## config.mk

```make
export PLATFORM = sky130hd
export DESIGN_NAME = acc_top
export DESIGN_NICKNAME = d
export VERILOG_FILES = /design/src/acc_pkg.sv /design/src/acc_sar.sv /design/src/acc_top.sv
export SDC_FILE = /design/constraint.sdc
export NUM_CORES = 1
export LEC_CHECK = 0
export BUFFER_PORTS_ARGS = -buffer_cell sky130_fd_sc_hd__buf_2
export CORE_MARGIN = 5
export CORE_UTILIZATION = 50
export CTS_BUF_LIST = sky130_fd_sc_hd__clkbuf_8
export DETAILED_ROUTE_END_ITERATION = 16
export PLACE_DENSITY_LB_ADDON = 0.08
export SYNTH_ARGS = -nofsm -noshare
export SYNTH_HDL_FRONTEND = slang
export SYNTH_SLANG_ARGS = --single-unit
```

## constraint.sdc

```tcl
create_clock -name pclk -period 2.1 [get_ports pclk]
set_input_delay 0.105 -clock pclk [delete_from_list [all_inputs] [get_ports pclk]]
set_output_delay 0.105 -clock pclk [all_outputs]
set_load 0.05 [all_outputs]
```

## src/acc_pkg.sv

```systemverilog
// Package of constants and types for the converter control block
// Notes on behaviour
// - Start bit write while enabled begins conversion
// - Hardware clears start bit at conversion end
// - Start bit reads one while converting
// - Enable bit one powers converter on
// - Codes 00000..00111 route external inputs 0..7
// - Codes 01001..11100 reserved, no input
// - 11101 temperature, 11110 DAC, 11111 reference buffer
// - Bit seven unimplemented, reads zero
// - Finish clears start, sets flag, loads result
// - Abort loads partial result, fills last bit
package acc_pkg;
    // Register byte addresses
    localparam logic [7:0] ACC_ADDR_CONTROL_0 = 8'h00;
    localparam logic [7:0] ACC_ADDR_RESULT_HI = 8'h04;
    localparam logic [7:0] ACC_ADDR_RESULT_LO = 8'h08;
    localparam logic [7:0] ACC_ADDR_STATUS    = 8'h0c;
    // Control field positions
    localparam int ACC_BIT_ENABLE = 0;
    localparam int ACC_BIT_START  = 1;
    localparam int ACC_CHS_LSB    = 2;
    localparam int ACC_CHS_MSB    = 6;
    localparam logic [7:0] ACC_CONTROL_RESET = 8'h00;
    // Channel codes
    localparam logic [4:0] ACC_CHS_EXT_LAST = 5'h07;
    localparam logic [4:0] ACC_CHS_TEMP     = 5'h1d;
    localparam logic [4:0] ACC_CHS_DAC      = 5'h1e;
    localparam logic [4:0] ACC_CHS_FVR      = 5'h1f;
    // Conversion sizing: 10 bits, one bit per tick of the conversion divider
    localparam int          ACC_RES_BITS  = 10;
    localparam logic [3:0]  ACC_BIT_LAST  = 4'h9;
    localparam logic [3:0]  ACC_TICK_DIV  = 4'h7;
    localparam logic [9:0]  ACC_RESULT_RESET = 10'h000;
    // Sequencer states: idle, converting, done
    typedef enum logic [1:0] {
        ACC_IDLE = 2'b00,
        ACC_CONV = 2'b01,
        ACC_DONE = 2'b11
    } acc_state_t;
endpackage

```

## src/acc_sar.sv

```systemverilog
// Successive-approximation register stepping one bit per tick
`timescale 1ns/100ps
`default_nettype none
module acc_sar (
    // Clock and reset
    input  wire logic       pclk,
    input  wire logic       presetn,
    input  wire logic       clk_en,
    // Control
    input  wire logic       load,
    input  wire logic       step,
    input  wire logic       cmp_high,
    input  wire logic [3:0] bit_idx,
    // Result
    output logic [9:0]      trial,
    output logic [9:0]      partial
);
    import acc_pkg::*;

    logic [9:0] mask;

    // Trial bit under test
    always_comb begin
        mask = 10'h001 << bit_idx;
    end

    // Kept bits, then trial bit set for the comparator
    always_ff @(posedge pclk or negedge presetn) begin
        if (!presetn) begin
            trial <= ACC_RESULT_RESET;
        end else if (clk_en) begin
            if (load) begin
                trial <= 10'h200;
            end else if (step) begin
                trial <= (cmp_high ? trial : (trial & ~mask)) | (mask >> 1);
            end
        end
    end

    // Partial result: decided bits, lower bits copy the last decided bit
    always_comb begin
        partial = trial & ~((mask << 1) - 10'h001);
        if (bit_idx != ACC_BIT_LAST) begin
            partial = partial | ((trial[bit_idx + 4'h1]) ? ((mask << 1) - 10'h001)
                                                        : 10'h000);
        end
    end
endmodule
`default_nettype wire

```

## src/acc_top.sv

```systemverilog
// Converter control register, sequencer and result holding
`timescale 1ns/100ps
`default_nettype none
module acc_top (
    // APB slave
    input  wire logic        pclk,
    input  wire logic        presetn,
    input  wire logic        clk_en,
    input  wire logic        psel,
    input  wire logic        penable,
    input  wire logic        pwrite,
    input  wire logic [7:0]  paddr,
    input  wire logic [31:0] pwdata,
    output logic [31:0]      prdata,
    output logic             pready,
    output logic             pslverr,
    // Analog front end
    input  wire logic        cmp_in,
    output logic             analog_power,
    output logic             sample_hold,
    output logic [3:0]       route_external,
    output logic             route_temp,
    output logic             route_dac,
    output logic             route_fvr,
    output logic [9:0]       dac_trial,
    // Completion event
    output logic             conversion_done_flag
);
    import acc_pkg::*;

    // ------------------------------------------------------------
    // Registers and state
    // ------------------------------------------------------------
    acc_state_t state;
    logic       converter_enable;
    logic       start_status_bit_alias;
    logic [4:0] input_channel_select;
    logic [9:0] result;
    logic [3:0] bit_idx;
    logic [3:0] tick;
    logic       cmp_s1;
    logic       cmp_s2;
    logic [9:0] trial;
    logic [9:0] partial;
    logic       wr;
    logic       rd;
    logic       wr_ctrl;
    logic       wr_stat;
    logic       go_req;
    logic       abort_req;
    logic       tick_hit;
    logic       last_step;

    // APB decode: writes in access phase, reads in setup; slave answers in the first access cycle
    assign wr       = psel && penable && pwrite;
    assign rd       = psel && !penable && !pwrite;
    assign wr_ctrl  = wr && (paddr == ACC_ADDR_CONTROL_0);
    assign wr_stat  = wr && (paddr == ACC_ADDR_STATUS);
    // Start only when already enabled, so start with enable in one write is ignored
    assign go_req   = wr_ctrl && pwdata[ACC_BIT_START] && converter_enable
                      && pwdata[ACC_BIT_ENABLE] && (state == ACC_IDLE);
    assign abort_req = wr_ctrl && !pwdata[ACC_BIT_START] && (state == ACC_CONV);
    assign tick_hit  = (tick == ACC_TICK_DIV);
    assign last_step = tick_hit && (bit_idx == 4'h0);

    // ------------------------------------------------------------
    // Comparator synchroniser
    // ------------------------------------------------------------
    // Comparator is asynchronous to pclk
    always_ff @(posedge pclk or negedge presetn) begin
        if (!presetn) begin
            cmp_s1 <= 1'b0;
            cmp_s2 <= 1'b0;
        end else if (clk_en) begin
            cmp_s1 <= cmp_in;
            cmp_s2 <= cmp_s1;
        end
    end

    // ------------------------------------------------------------
    // Control register
    // ------------------------------------------------------------
    // Bit 7 not stored, so it can never read back as one
    always_ff @(posedge pclk or negedge presetn) begin
        if (!presetn) begin
            converter_enable     <= ACC_CONTROL_RESET[ACC_BIT_ENABLE];
            input_channel_select <= ACC_CONTROL_RESET[ACC_CHS_MSB:ACC_CHS_LSB];
        end else if (clk_en && wr_ctrl) begin
            converter_enable     <= pwdata[ACC_BIT_ENABLE];
            input_channel_select <= pwdata[ACC_CHS_MSB:ACC_CHS_LSB];
        end
    end

    // ------------------------------------------------------------
    // Sequencer
    // ------------------------------------------------------------
    // Disabling the converter mid-conversion ends it; the partial result is loaded only if start is also written zero
    always_ff @(posedge pclk or negedge presetn) begin
        if (!presetn) begin
            state                  <= ACC_IDLE;
            start_status_bit_alias <= 1'b0;
            bit_idx                <= ACC_BIT_LAST;
            tick                   <= 4'h0;
        end else if (clk_en) begin
            case (state)
                ACC_IDLE: begin
                    tick    <= 4'h0;
                    bit_idx <= ACC_BIT_LAST;
                    if (go_req) begin
                        state                  <= ACC_CONV;
                        start_status_bit_alias <= 1'b1;
                    end
                end
                ACC_CONV: begin
                    if (abort_req || (wr_ctrl && !pwdata[ACC_BIT_ENABLE])) begin
                        state                  <= ACC_IDLE;
                        start_status_bit_alias <= 1'b0;
                    end else if (last_step) begin
                        state                  <= ACC_DONE;
                        start_status_bit_alias <= 1'b0;
                    end else if (tick_hit) begin
                        tick    <= 4'h0;
                        bit_idx <= bit_idx - 4'h1;
                    end else begin
                        tick <= tick + 4'h1;
                    end
                end
                ACC_DONE: begin
                    state <= ACC_IDLE;
                end
                default: begin
                    state                  <= ACC_IDLE;
                    start_status_bit_alias <= 1'b0;
                end
            endcase
        end
    end

    // SAR stepping
    acc_sar u_sar (
        .pclk     (pclk),
        .presetn  (presetn),
        .clk_en   (clk_en),
        .load     (go_req),
        .step     (state == ACC_CONV && tick_hit),
        .cmp_high (cmp_s2),
        .bit_idx  (bit_idx),
        .trial    (trial),
        .partial  (partial)
    );

    // ------------------------------------------------------------
    // Result and done flag
    // ------------------------------------------------------------
    // Final compare decides bit 0; abort keeps the filled partial value
    always_ff @(posedge pclk or negedge presetn) begin
        if (!presetn) begin
            result <= ACC_RESULT_RESET;
        end else if (clk_en) begin
            if (state == ACC_CONV && last_step) begin
                result <= cmp_s2 ? trial : (trial & ~10'h001);
            end else if (abort_req) begin
                result <= partial;
            end
        end
    end

    // Set wins over a same-cycle software clear
    always_ff @(posedge pclk or negedge presetn) begin
        if (!presetn) begin
            conversion_done_flag <= 1'b0;
        end else if (clk_en) begin
            if (state == ACC_CONV && last_step) begin
                conversion_done_flag <= 1'b1;
            end else if (wr_stat && pwdata[0]) begin
                conversion_done_flag <= 1'b0;
            end
        end
    end

    // ------------------------------------------------------------
    // Analog outputs
    // ------------------------------------------------------------
    // Registered routing; reserved codes drive nothing
    always_ff @(posedge pclk or negedge presetn) begin
        if (!presetn) begin
            analog_power   <= 1'b0;
            sample_hold    <= 1'b0;
            route_external <= 4'h0;
            route_temp     <= 1'b0;
            route_dac      <= 1'b0;
            route_fvr      <= 1'b0;
            dac_trial      <= ACC_RESULT_RESET;
        end else if (clk_en) begin
            analog_power   <= converter_enable;
            sample_hold    <= (state == ACC_CONV);
            dac_trial      <= trial;
            route_external <= 4'h0;
            if (converter_enable && input_channel_select <= ACC_CHS_EXT_LAST) begin
                route_external <= {1'b1, input_channel_select[2:0]};
            end
            route_temp <= converter_enable && (input_channel_select == ACC_CHS_TEMP);
            route_dac  <= converter_enable && (input_channel_select == ACC_CHS_DAC);
            route_fvr  <= converter_enable && (input_channel_select == ACC_CHS_FVR);
        end
    end

    // ------------------------------------------------------------
    // APB read path
    // ------------------------------------------------------------
    // Read data registered in setup, valid through access phase
    always_ff @(posedge pclk or negedge presetn) begin
        if (!presetn) begin
            prdata  <= 32'h0000_0000;
            pslverr <= 1'b0;
            pready  <= 1'b0;
        end else if (clk_en) begin
            pready  <= psel && !penable;
            pslverr <= psel && !penable && !(paddr == ACC_ADDR_CONTROL_0 ||
                       paddr == ACC_ADDR_RESULT_HI || paddr == ACC_ADDR_RESULT_LO ||
                       paddr == ACC_ADDR_STATUS);
            if (rd) begin
                case (paddr)
                    ACC_ADDR_CONTROL_0: prdata <= {24'h0, 1'b0, input_channel_select,
                                              start_status_bit_alias, converter_enable};
                    ACC_ADDR_RESULT_HI: prdata <= {24'h0, result[9:2]};
                    ACC_ADDR_RESULT_LO: prdata <= {24'h0, result[1:0], 6'h00};
                    ACC_ADDR_STATUS:    prdata <= {31'h0, conversion_done_flag};
                    default:            prdata <= 32'h0000_0000;
                endcase
            end
        end
    end
endmodule
`default_nettype wire

```

==> results of run 1 <==
==> worst max-delay path, delay by kind of cell, from the launching register on <==
family,cells,cell delay [ns]
mux,1,0.11
flops,1,0.58
fa+ha+maj,1,0.26
buf+inv,3,0.37
simple gates,1,0.19
compound gates,3,0.57
==> per-stage QoR <==
step                      cell area (sq um)  power [uW]  hold WS, ns
after global placement                 4492        1596       0.1657
final                                  4967        2848      0.06033
after CTS                              4923        2869      0.04655
after detailed placement               4492        1599       0.1753
after global routing                   4967        2952      0.05626
after floorplan                        4051        1556      -0.1906
==> registers in the layout, indices dropped and copies added (netlist names) <==
register	count
cmp_s1	1
route_temp	1
route_dac	1
prdata	8
state	2
analog_power	1
route_fvr	1
cmp_s2	1
route_external	4
converter_enable	1
u_sar.trial	10
bit_idx	4
start_status_bit_alias	1
input_channel_select	5
sample_hold	1
pslverr	1
conversion_done_flag	1
dac_trial	10
result	10
tick	4
pready	1
==> cells in the final DEF (no fill, tap or decap), drive strengths merged, types with 11 or more instances in the layout <==
cell,count
nand2,38
inv,15
mux2i,12
mux2,24
o21ai,24
dfrtp,67
conb,24
clkbuf,11
buf,99
nor2,20
==> repair_timing <==
action	4_1_cts	5_1_grt
hold endpoints to repair	31	0
setup buffers	3	0
cloned	1	0
pin swaps	8	5
gates resized for setup	19	9
hold buffers	7	0
endpoints found under the setup margin	10	12
==> where the power goes <==
part           switching, uW  leakage, uW  total (uW)  internal, uW
Clock                    531     0.000120        1270           736
Sequential              7.66     0.000951        1340          1340
Combinational            183      0.00133         237          53.8
==> area by class of cell <==
class / count / area share
clock buffers: 11 / 0.03048
repair buffers: 106 / 0.1436
well taps: 102 / 0.02569
flip-flops and latches: 69 / 0.3481
multi-input cells: 286 / 0.4232
clock inverters: 5 / 0.01662
inverters: 15 / 0.01234
==> cell families (layout without fill, tap and decap cells) <==
| logic type | after synthesis | in the layout | synth area share |
|---|---|---|---|
| muxes | 36 | 36 | 0.09949 |
| xor gates and xnor gates | 3 | 3 | 0.006698 |
| other | 1 | 24 | 0.0009557 |
| and+or+nand+nor | 120 | 120 | 0.1655 |
| AOI/OAI and AO/OA | 95 | 95 | 0.1770 |
| DFF | 69 | 69 | 0.4407 |
| adders and majority gates | 8 | 8 | 0.02551 |
| buffers and inverters | 59 | 137 | 0.08418 |
==> worst paths after layout <==
path,startpoint,endpoint
setup / recovery,bit_idx[0]$_DFFE_PN1P_,result[2]$_DFFE_PN0P_
hold / removal,pwdata[0],converter_enable$_DFFE_PN0P_
setup reg to reg,bit_idx[0]$_DFFE_PN1P_,result[2]$_DFFE_PN0P_
hold reg to reg,prdata[2]$_DFFE_PN0P_,prdata[2]$_DFFE_PN0P_
max in group asynchronous,presetn,u_sar.trial[5]$_DFFE_PN0P_
min in group asynchronous,presetn,input_channel_select[2]$_DFFE_PN0P_
==> per-layer routing <==
metal  routed length (um)  global-route usage  up-vias
li1                     -                   -     1581
met1                 4553              0.2945     1629
met2                 4876              0.3385      124
met3                  596             0.02972       17
met4                  173             0.07353        0
met5                    0                   0        -
==> reports/qor_table.md, run 1 <==
| Result | Value |
| --- | --- |
| Outcome | finished, violations left |
| Violated checks | setup timing |
| Largest stage delay on the critical path | 0.58 ns |
| Number of buffers added on ports | 51 |
| Via count of the first global-routing pass | 3150 |
| Unrepaired setup endpoints after global routing | true |
| Highest attainable clock frequency | 468.9 MHz |
| Nature of the critical path startpoint | flop |
| Synth async-reset ratio | 1.000 |
| Global-route usage over all layers | 0.2114 |
| Worst-skew pair later-pin latency | 0.35 ns |
| Mean instance size in the synthesized netlist | 10.04 sq um |
| Number of design-rule violations left by the first detailed-router iteration | 220 |
| Initial antenna violation count | 0 |
| H-tree depth reported by CTS | 3 |
| Area grow syn2layout | 26.59% |
| Minimum setup slack after placement | -0.3293 ns |
| Largest voltage drop on the vdd net | 0.3859 mV |
| Most repeated cell in the gate-level netlist after synthesis | sky130_fd_sc_hd__dfrtp_1 |
| Largest fanout on the critical path | 5 |
| Count of synthesis-stage warnings from yosys | 0 |
| Maximum number of pins on one net before global-route repair | 43 |
| ANT nets after route | 0 |
| Count of non-filler cells in the finished layout | 594 |
| Post-layout nets | 542 |
| Maximum clock path buffer count | 2 |
| Number of failing setup endpoints in the final timing report | 9 |
| Ordered list of cells on the worst path | inv_6, ha_4, buf_4, mux2i_1, a32oi_1, nand4_1, buf_6, a311oi_1, a21o_1 |
| Area share of the leading cell type in the synthesized netlist | 0.4273 |
| Number of max-cap violations | 0 |
| Vias | 3351 |
| Total area of multi-input combinational cells | 2102 sq um |
| CTS buffer count | 9 |
| Clock transition at the registers of the reported paths | 0.08 ns |
| DR vias/cell | 5.641 |
| Gate count after technology mapping | 391 |
| DRC errors left | 0 |
| PD cells | 573.5 nW/um^2 |
| Hold-critical path depth | 2 |
| Antenna diode instance count | 0 |
| Setup Crit Path Kind | flop to flop |
| R2r worst-path depth | 9 |
| Yosys cell types | 66 |
| Final worst clock skew | 0.005158 ns |
| Number of enable-type register cells in the synthesized netlist | 0 |
| Min-Delay Path Class | input port to flop |
| Worst slew margin relative to its limit | 0.5452 |
| Routed WL per cell | 17.17 um |
| GPL Wtd Cong | 0.8591 |
| Rows | 32 |
| Fillcell total | 646 |
| #FFs+latches synth | 69 |
| Number of top-level design ports | 101 |
| CP max-delay cell | sky130_fd_sc_hd__dfstp_2 |
| Crit end category | flop |
| First-pass GRT wire length | 16.42 mm |
| Endpoint arrival time on the critical path | 2.42 ns |
| Synth cell count leaders | sky130_fd_sc_hd__dfrtp_1 (67), sky130_fd_sc_hd__nand2_1 (38), sky130_fd_sc_hd__buf_4 (25) |
| Initial core utilization | 0.5104 |
| Top cell type by total area after synthesis | sky130_fd_sc_hd__dfrtp_1 |
| Sum of routed wire length over all layers | 10.20 mm |
| Layout Utilization | 0.6462 |
| Die ar. | 9719 sq um |
| Transition time of the tightest slew-check pin | 0.6822 ns |
| Core ar. | 7687 sq um |
| Fraction of final layout cells sized beyond drive strength 1 | 0.3557 |
| Detailed placer's ending HPWL | 7.566 mm |
| Sequential cell area | 1729 sq um |
| Final Hold Violating Endpoints | 0 |
| Cell types occupying the most area after synthesis | sky130_fd_sc_hd__dfrtp_1 (43%), sky130_fd_sc_hd__mux2_2 (6.6%), sky130_fd_sc_hd__buf_4 (4.8%) |
| Cell total after placement | 567 |
| Die width | 98.59 um |
| Router iterations before antenna repair | 5 |
| Residual overflow from global routing | 0 |
| R2R setup slack | -0.03 ns |
| Cell at the root of the clock tree | sky130_fd_sc_hd__clkbuf_8 |
| Fin. max-slew vios | 0 |
| Post-synthesis sequential area ratio | 0.4407 |
| Height of the die | 98.59 um |
| Leakage power | 0.002401 uW |
| Clock sink count | 69 |
| Synth Flop Type | sky130_fd_sc_hd__dfrtp_1 |
| Required time of the critical path | 2.39 ns |
| Post-route setup TNS | -0.1623 ns |
| Setup slack after layout | -0.03246 ns |
| Clock tree from TritonCTS | yes |
| Final period utilization | 1.015 |
| Synthesized area | 3924 sq um |
| Final min period | 2.132 ns |
(Power assumes the default switching activity.)
==> run 2, diff against run 1 <==
--- a/config.mk
+++ b/config.mk
@@ -6,9 +6,11 @@
 export NUM_CORES = 1
 export LEC_CHECK = 0
 export BUFFER_PORTS_ARGS = -buffer_cell sky130_fd_sc_hd__buf_2
+export CORE_ASPECT_RATIO = 0.6
 export CORE_MARGIN = 5
 export CORE_UTILIZATION = 50
 export CTS_BUF_LIST = sky130_fd_sc_hd__clkbuf_8
+export CTS_CLUSTER_DIAMETER = 120
 export DETAILED_ROUTE_END_ITERATION = 16
 export PLACE_DENSITY_LB_ADDON = 0.08
 export SYNTH_ARGS = -nofsm -noshare
==> run 2 against run 1 <==
  * Clock-buffer cell count decreased by 1
  * Wire length is 7.1% higher
  * The flow still finishes with violations (setup timing)
  * Global-route usage increased by 2.3 points
==> reports/qor_table.md, run 2 (synthesis results as in run 1) <==
| Result | Value | vs previous |
| --- | --- | --- |
| Outcome | finished, violations left |  |
| Violated checks | setup timing |  |
| Global-route usage over all layers | 0.2341 | +0.02276 |
| Sum of routed wire length over all layers | 10.92 mm | +7.1% |
| Area grow syn2layout | 27.74% |  |
| Worst slew margin relative to its limit | 0.6431 | +0.09795 |
| Die ar. | 9778 sq um | +0.60% |
| Total internal power | 1968 uW | -7.5% |
| Placed Instance Area | 4554 sq um | +1.4% |
| R2r worst-path depth | 8 | -1 |
| Via count of the first global-routing pass | 3236 | +2.7% |
| First-pass GRT wire length | 17.78 mm | +8.3% |
| GPL Wtd Cong | 0.9469 | +10% |
| Initial core utilization | 0.5058 | -0.004610 |
| CP max-delay cell | sky130_fd_sc_hd__dfstp_2 |  |
| Post-layout nets | 551 | +1.7% |
| Count of buffer and inverter cells on the critical path | 2 | -1 |
| Final Hold Violating Endpoints | 0 | unchanged |
| Rows | 25 | -22% |
| Portion of total power attributed to combinational logic | 0.088 | +0.005 |
| Largest stage delay on the critical path | 0.58 ns | about the same |
| Commonest non-fill, non-tap cell in the layout | sky130_fd_sc_hd__dfrtp_1 |  |
| Total area of multi-input combinational cells | 2121 sq um | +0.89% |
| Largest voltage drop on the vdd net | 0.4724 mV | +22% |
| Count of cell instances traversed by the critical path | 8 | -1 |
| Fillcell total | 685 | +6.0% |
| Crit end category | flop |  |
| Worst setup path start | bit_idx[0]$_DFFE_PN1P_ |  |
| Required time of the critical path | 2.36 ns | -0.03 ns |
| Final min period | 2.125 ns | -0.007440 ns |
| Fraction of final layout cells sized beyond drive strength 1 | 0.3733 | +0.01756 |
| Routed WL per cell | 17.93 um | +4.4% |
| Nature of the critical path startpoint | flop |  |
| DR vias/cell | 5.502 | -2.5% |
| Number of top-level design ports | 101 | unchanged |
| Residual overflow from global routing | 0 | unchanged |
| Height of the die | 78.62 um | -20% |
| ANT nets after route | 0 | unchanged |
| Cell family contributing the most delay on the critical path | flip-flops |  |
| Initial antenna violation count | 0 | unchanged |
| Termination of the worst setup path | result[2]$_DFFE_PN0P_ |  |
| Transition time of the tightest slew-check pin | 0.5304 ns | -0.1518 ns |
| Number of failing setup endpoints in the final timing report | 7 | -2 |
| DRC errors left | 0 | unchanged |
| Leakage power | 0.002430 uW | +1.2% |
| Hold Path Origin | pwdata[0] |  |
| Die width | 124.4 um | +26% |
| Largest registers ranked by flip-flop count | dac_trial x10, result x10, u_sar.trial x10 |  |
| Fin. max-slew vios | 0 | unchanged |
| Clock sink count | 69 | unchanged |
| CTS buffer count | 9 | unchanged |
| Min-Delay Path Class | input port to flop |  |
| Final worst clock skew | 0.007103 ns | +0.001945 ns |
| Clock tree from TritonCTS | yes |  |
| Commonest cells after routing, fill and taps aside | sky130_fd_sc_hd__dfrtp_1 (67), sky130_fd_sc_hd__buf_4 (54), sky130_fd_sc_hd__buf_2 (51) |  |
| Number of buffers added on ports | 51 | unchanged |
| Clock transition at the registers of the reported paths | 0.08 ns | about the same |
| Endpoint arrival time on the critical path | 2.38 ns | -0.04 ns |
| Ordered list of cells on the worst path | inv_6, ha_4, mux2_4, o31a_1, nand4_1, buf_6, a311oi_2, a21o_1 |  |
| Maximum number of pins on one net before global-route repair | 41 | -4.7% |
| Largest fanout on the critical path | 5 | unchanged |
| Highest attainable clock frequency | 470.6 MHz | +0.35% |
| Core ar. | 7757 sq um | +0.91% |
| Router iterations before antenna repair | 5 | unchanged |
| Net Switching | 710.9 uW | -1.5% |
| Maximum clock path buffer count | 2 | unchanged |
| Clk pwr share | 0.410 | -0.035 |
| Endpoint of the most critical register-to-register path | result[2]$_DFFE_PN0P_ |  |
| PD cells | 534.4 nW/um^2 | -6.8% |
| Cell at the root of the clock tree | sky130_fd_sc_hd__clkbuf_8 |  |
| Final hold slack | 0.05336 ns | -0.006973 ns |
| Final period utilization | 1.012 | -0.003543 |
| Startpoint of the most critical register-to-register path | bit_idx[0]$_DFFE_PN1P_ |  |
| Detailed placer's ending HPWL | 8.311 mm | +9.8% |
| Setup Crit Path Kind | flop to flop |  |
| Antenna diode instance count | 0 | unchanged |
| Unrepaired setup endpoints after global routing | true |  |
| H-tree depth reported by CTS | 3 | unchanged |
| Vias | 3351 | unchanged |
| Final design area excluding fillers | 5012 sq um | +0.91% |
| Worst-skew pair later-pin latency | 0.36 ns | about the same |
| Number of design-rule violations left by the first detailed-router iteration | 250 | +14% |
| R2R setup slack | -0.03 ns | about the same |
| Setup slack after layout | -0.02502 ns | +0.007440 ns |
| Seq pwr share | 0.502 | +0.030 |
| Sequential cell area | 1729 sq um | unchanged |
| Number of max-cap violations | 0 | unchanged |
| Sw frac | 0.2654 | +0.01200 |
[run 2: cell types whose count changed in the layout (fill, tap and decap cells not counted), sizes merged]
cell      previous run  this run
clkbuf              11        10
inv                 15        16
bufinv               2         1
clkinvlp             0         1
buf                 99       108
[run 2: worst min-delay path by stage]
| stage | to | slack, ns | cells after the start |
|---|---|---|---|
| finish | converter_enable$_DFFE_PN0P_ | 0.05 | 2 |
| floorplan | analog_power$_DFFE_PN0P_ | -0.19 | 0 |
| global route | converter_enable$_DFFE_PN0P_ | 0.05 | 2 |
| detailed placement | prdata[2]$_DFFE_PN0P_ | 0.16 | 2 |
| CTS | input_channel_select[0]$_DFFE_PN0P_ | 0.0006 | 2 |
| global placement | prdata[2]$_DFFE_PN0P_ | 0.15 | 2 |
[run 2: final cells by class]
class,count,share of cell area
Clock buffer,10,0.02746
Timing Repair Buffer,115,0.1525
Inverter,15,0.01223
Tap cell,108,0.02696
Sequential cell,69,0.3450
Clock inverter,6,0.01273
Multi-Input combinational cell,286,0.4231
[run 2: what timing repair did]
action	CTS	global route
gates cloned	0	1
setup buffers	2	1
endpoints found under the hold margin	72	1
resized for setup	9	22
pin swaps	4	10
setup endpoints to repair	10	13
hold buffers	6	1
[run 2: worst reg2reg max path, cell delays in order (launching register included)]
cell,delay (ns)
sky130_fd_sc_hd__dfstp_2,0.58
sky130_fd_sc_hd__inv_6,0.04
sky130_fd_sc_hd__ha_4,0.30
sky130_fd_sc_hd__mux2_4,0.30
sky130_fd_sc_hd__o31a_1,0.23
sky130_fd_sc_hd__nand4_1,0.14
sky130_fd_sc_hd__buf_6,0.15
sky130_fd_sc_hd__a311oi_2,0.10
sky130_fd_sc_hd__a21o_1,0.17
[run 2: routing by layer]
metal | vias up | routed length [um] | global-route usage
li1 | 1592 | - | -
met1 | 1652 | 5589 | 0.3625
met2 | 100 | 4499 | 0.3206
met3 | 7 | 783 | 0.07478
met4 | 0 | 47 | 0.03829
met5 | - | 0 | 0
[run 2: stage by stage]
stage,setup TNS [ns],utilization,cells,power [uW],setup WS [ns]
6_report,-0.1102,0.6461,609,2679,-0.02502
5_1_grt,-0.8409,0.6461,609,2817,-0.1039
4_1_cts,-0.2293,0.6282,606,2705,-0.03499
3_5_place_dp,-1.805,0.5871,582,1598,-0.3082
3_3_place_gp,-1.396,0.5871,582,1595,-0.2721
2_1_floorplan,-0.6257,-,414,1556,-0.08176
[run 2: power by group through the flow]
stage          combinational [uW]  clock (uW)  sequential, uW
3_5_place_dp                  227           0            1370
3_3_place_gp                  225           0            1370
2_1_floorplan                 175           0            1380
4_1_cts                       236        1120            1340
5_1_grt                       256        1210            1350
6_report                      236        1100            1350
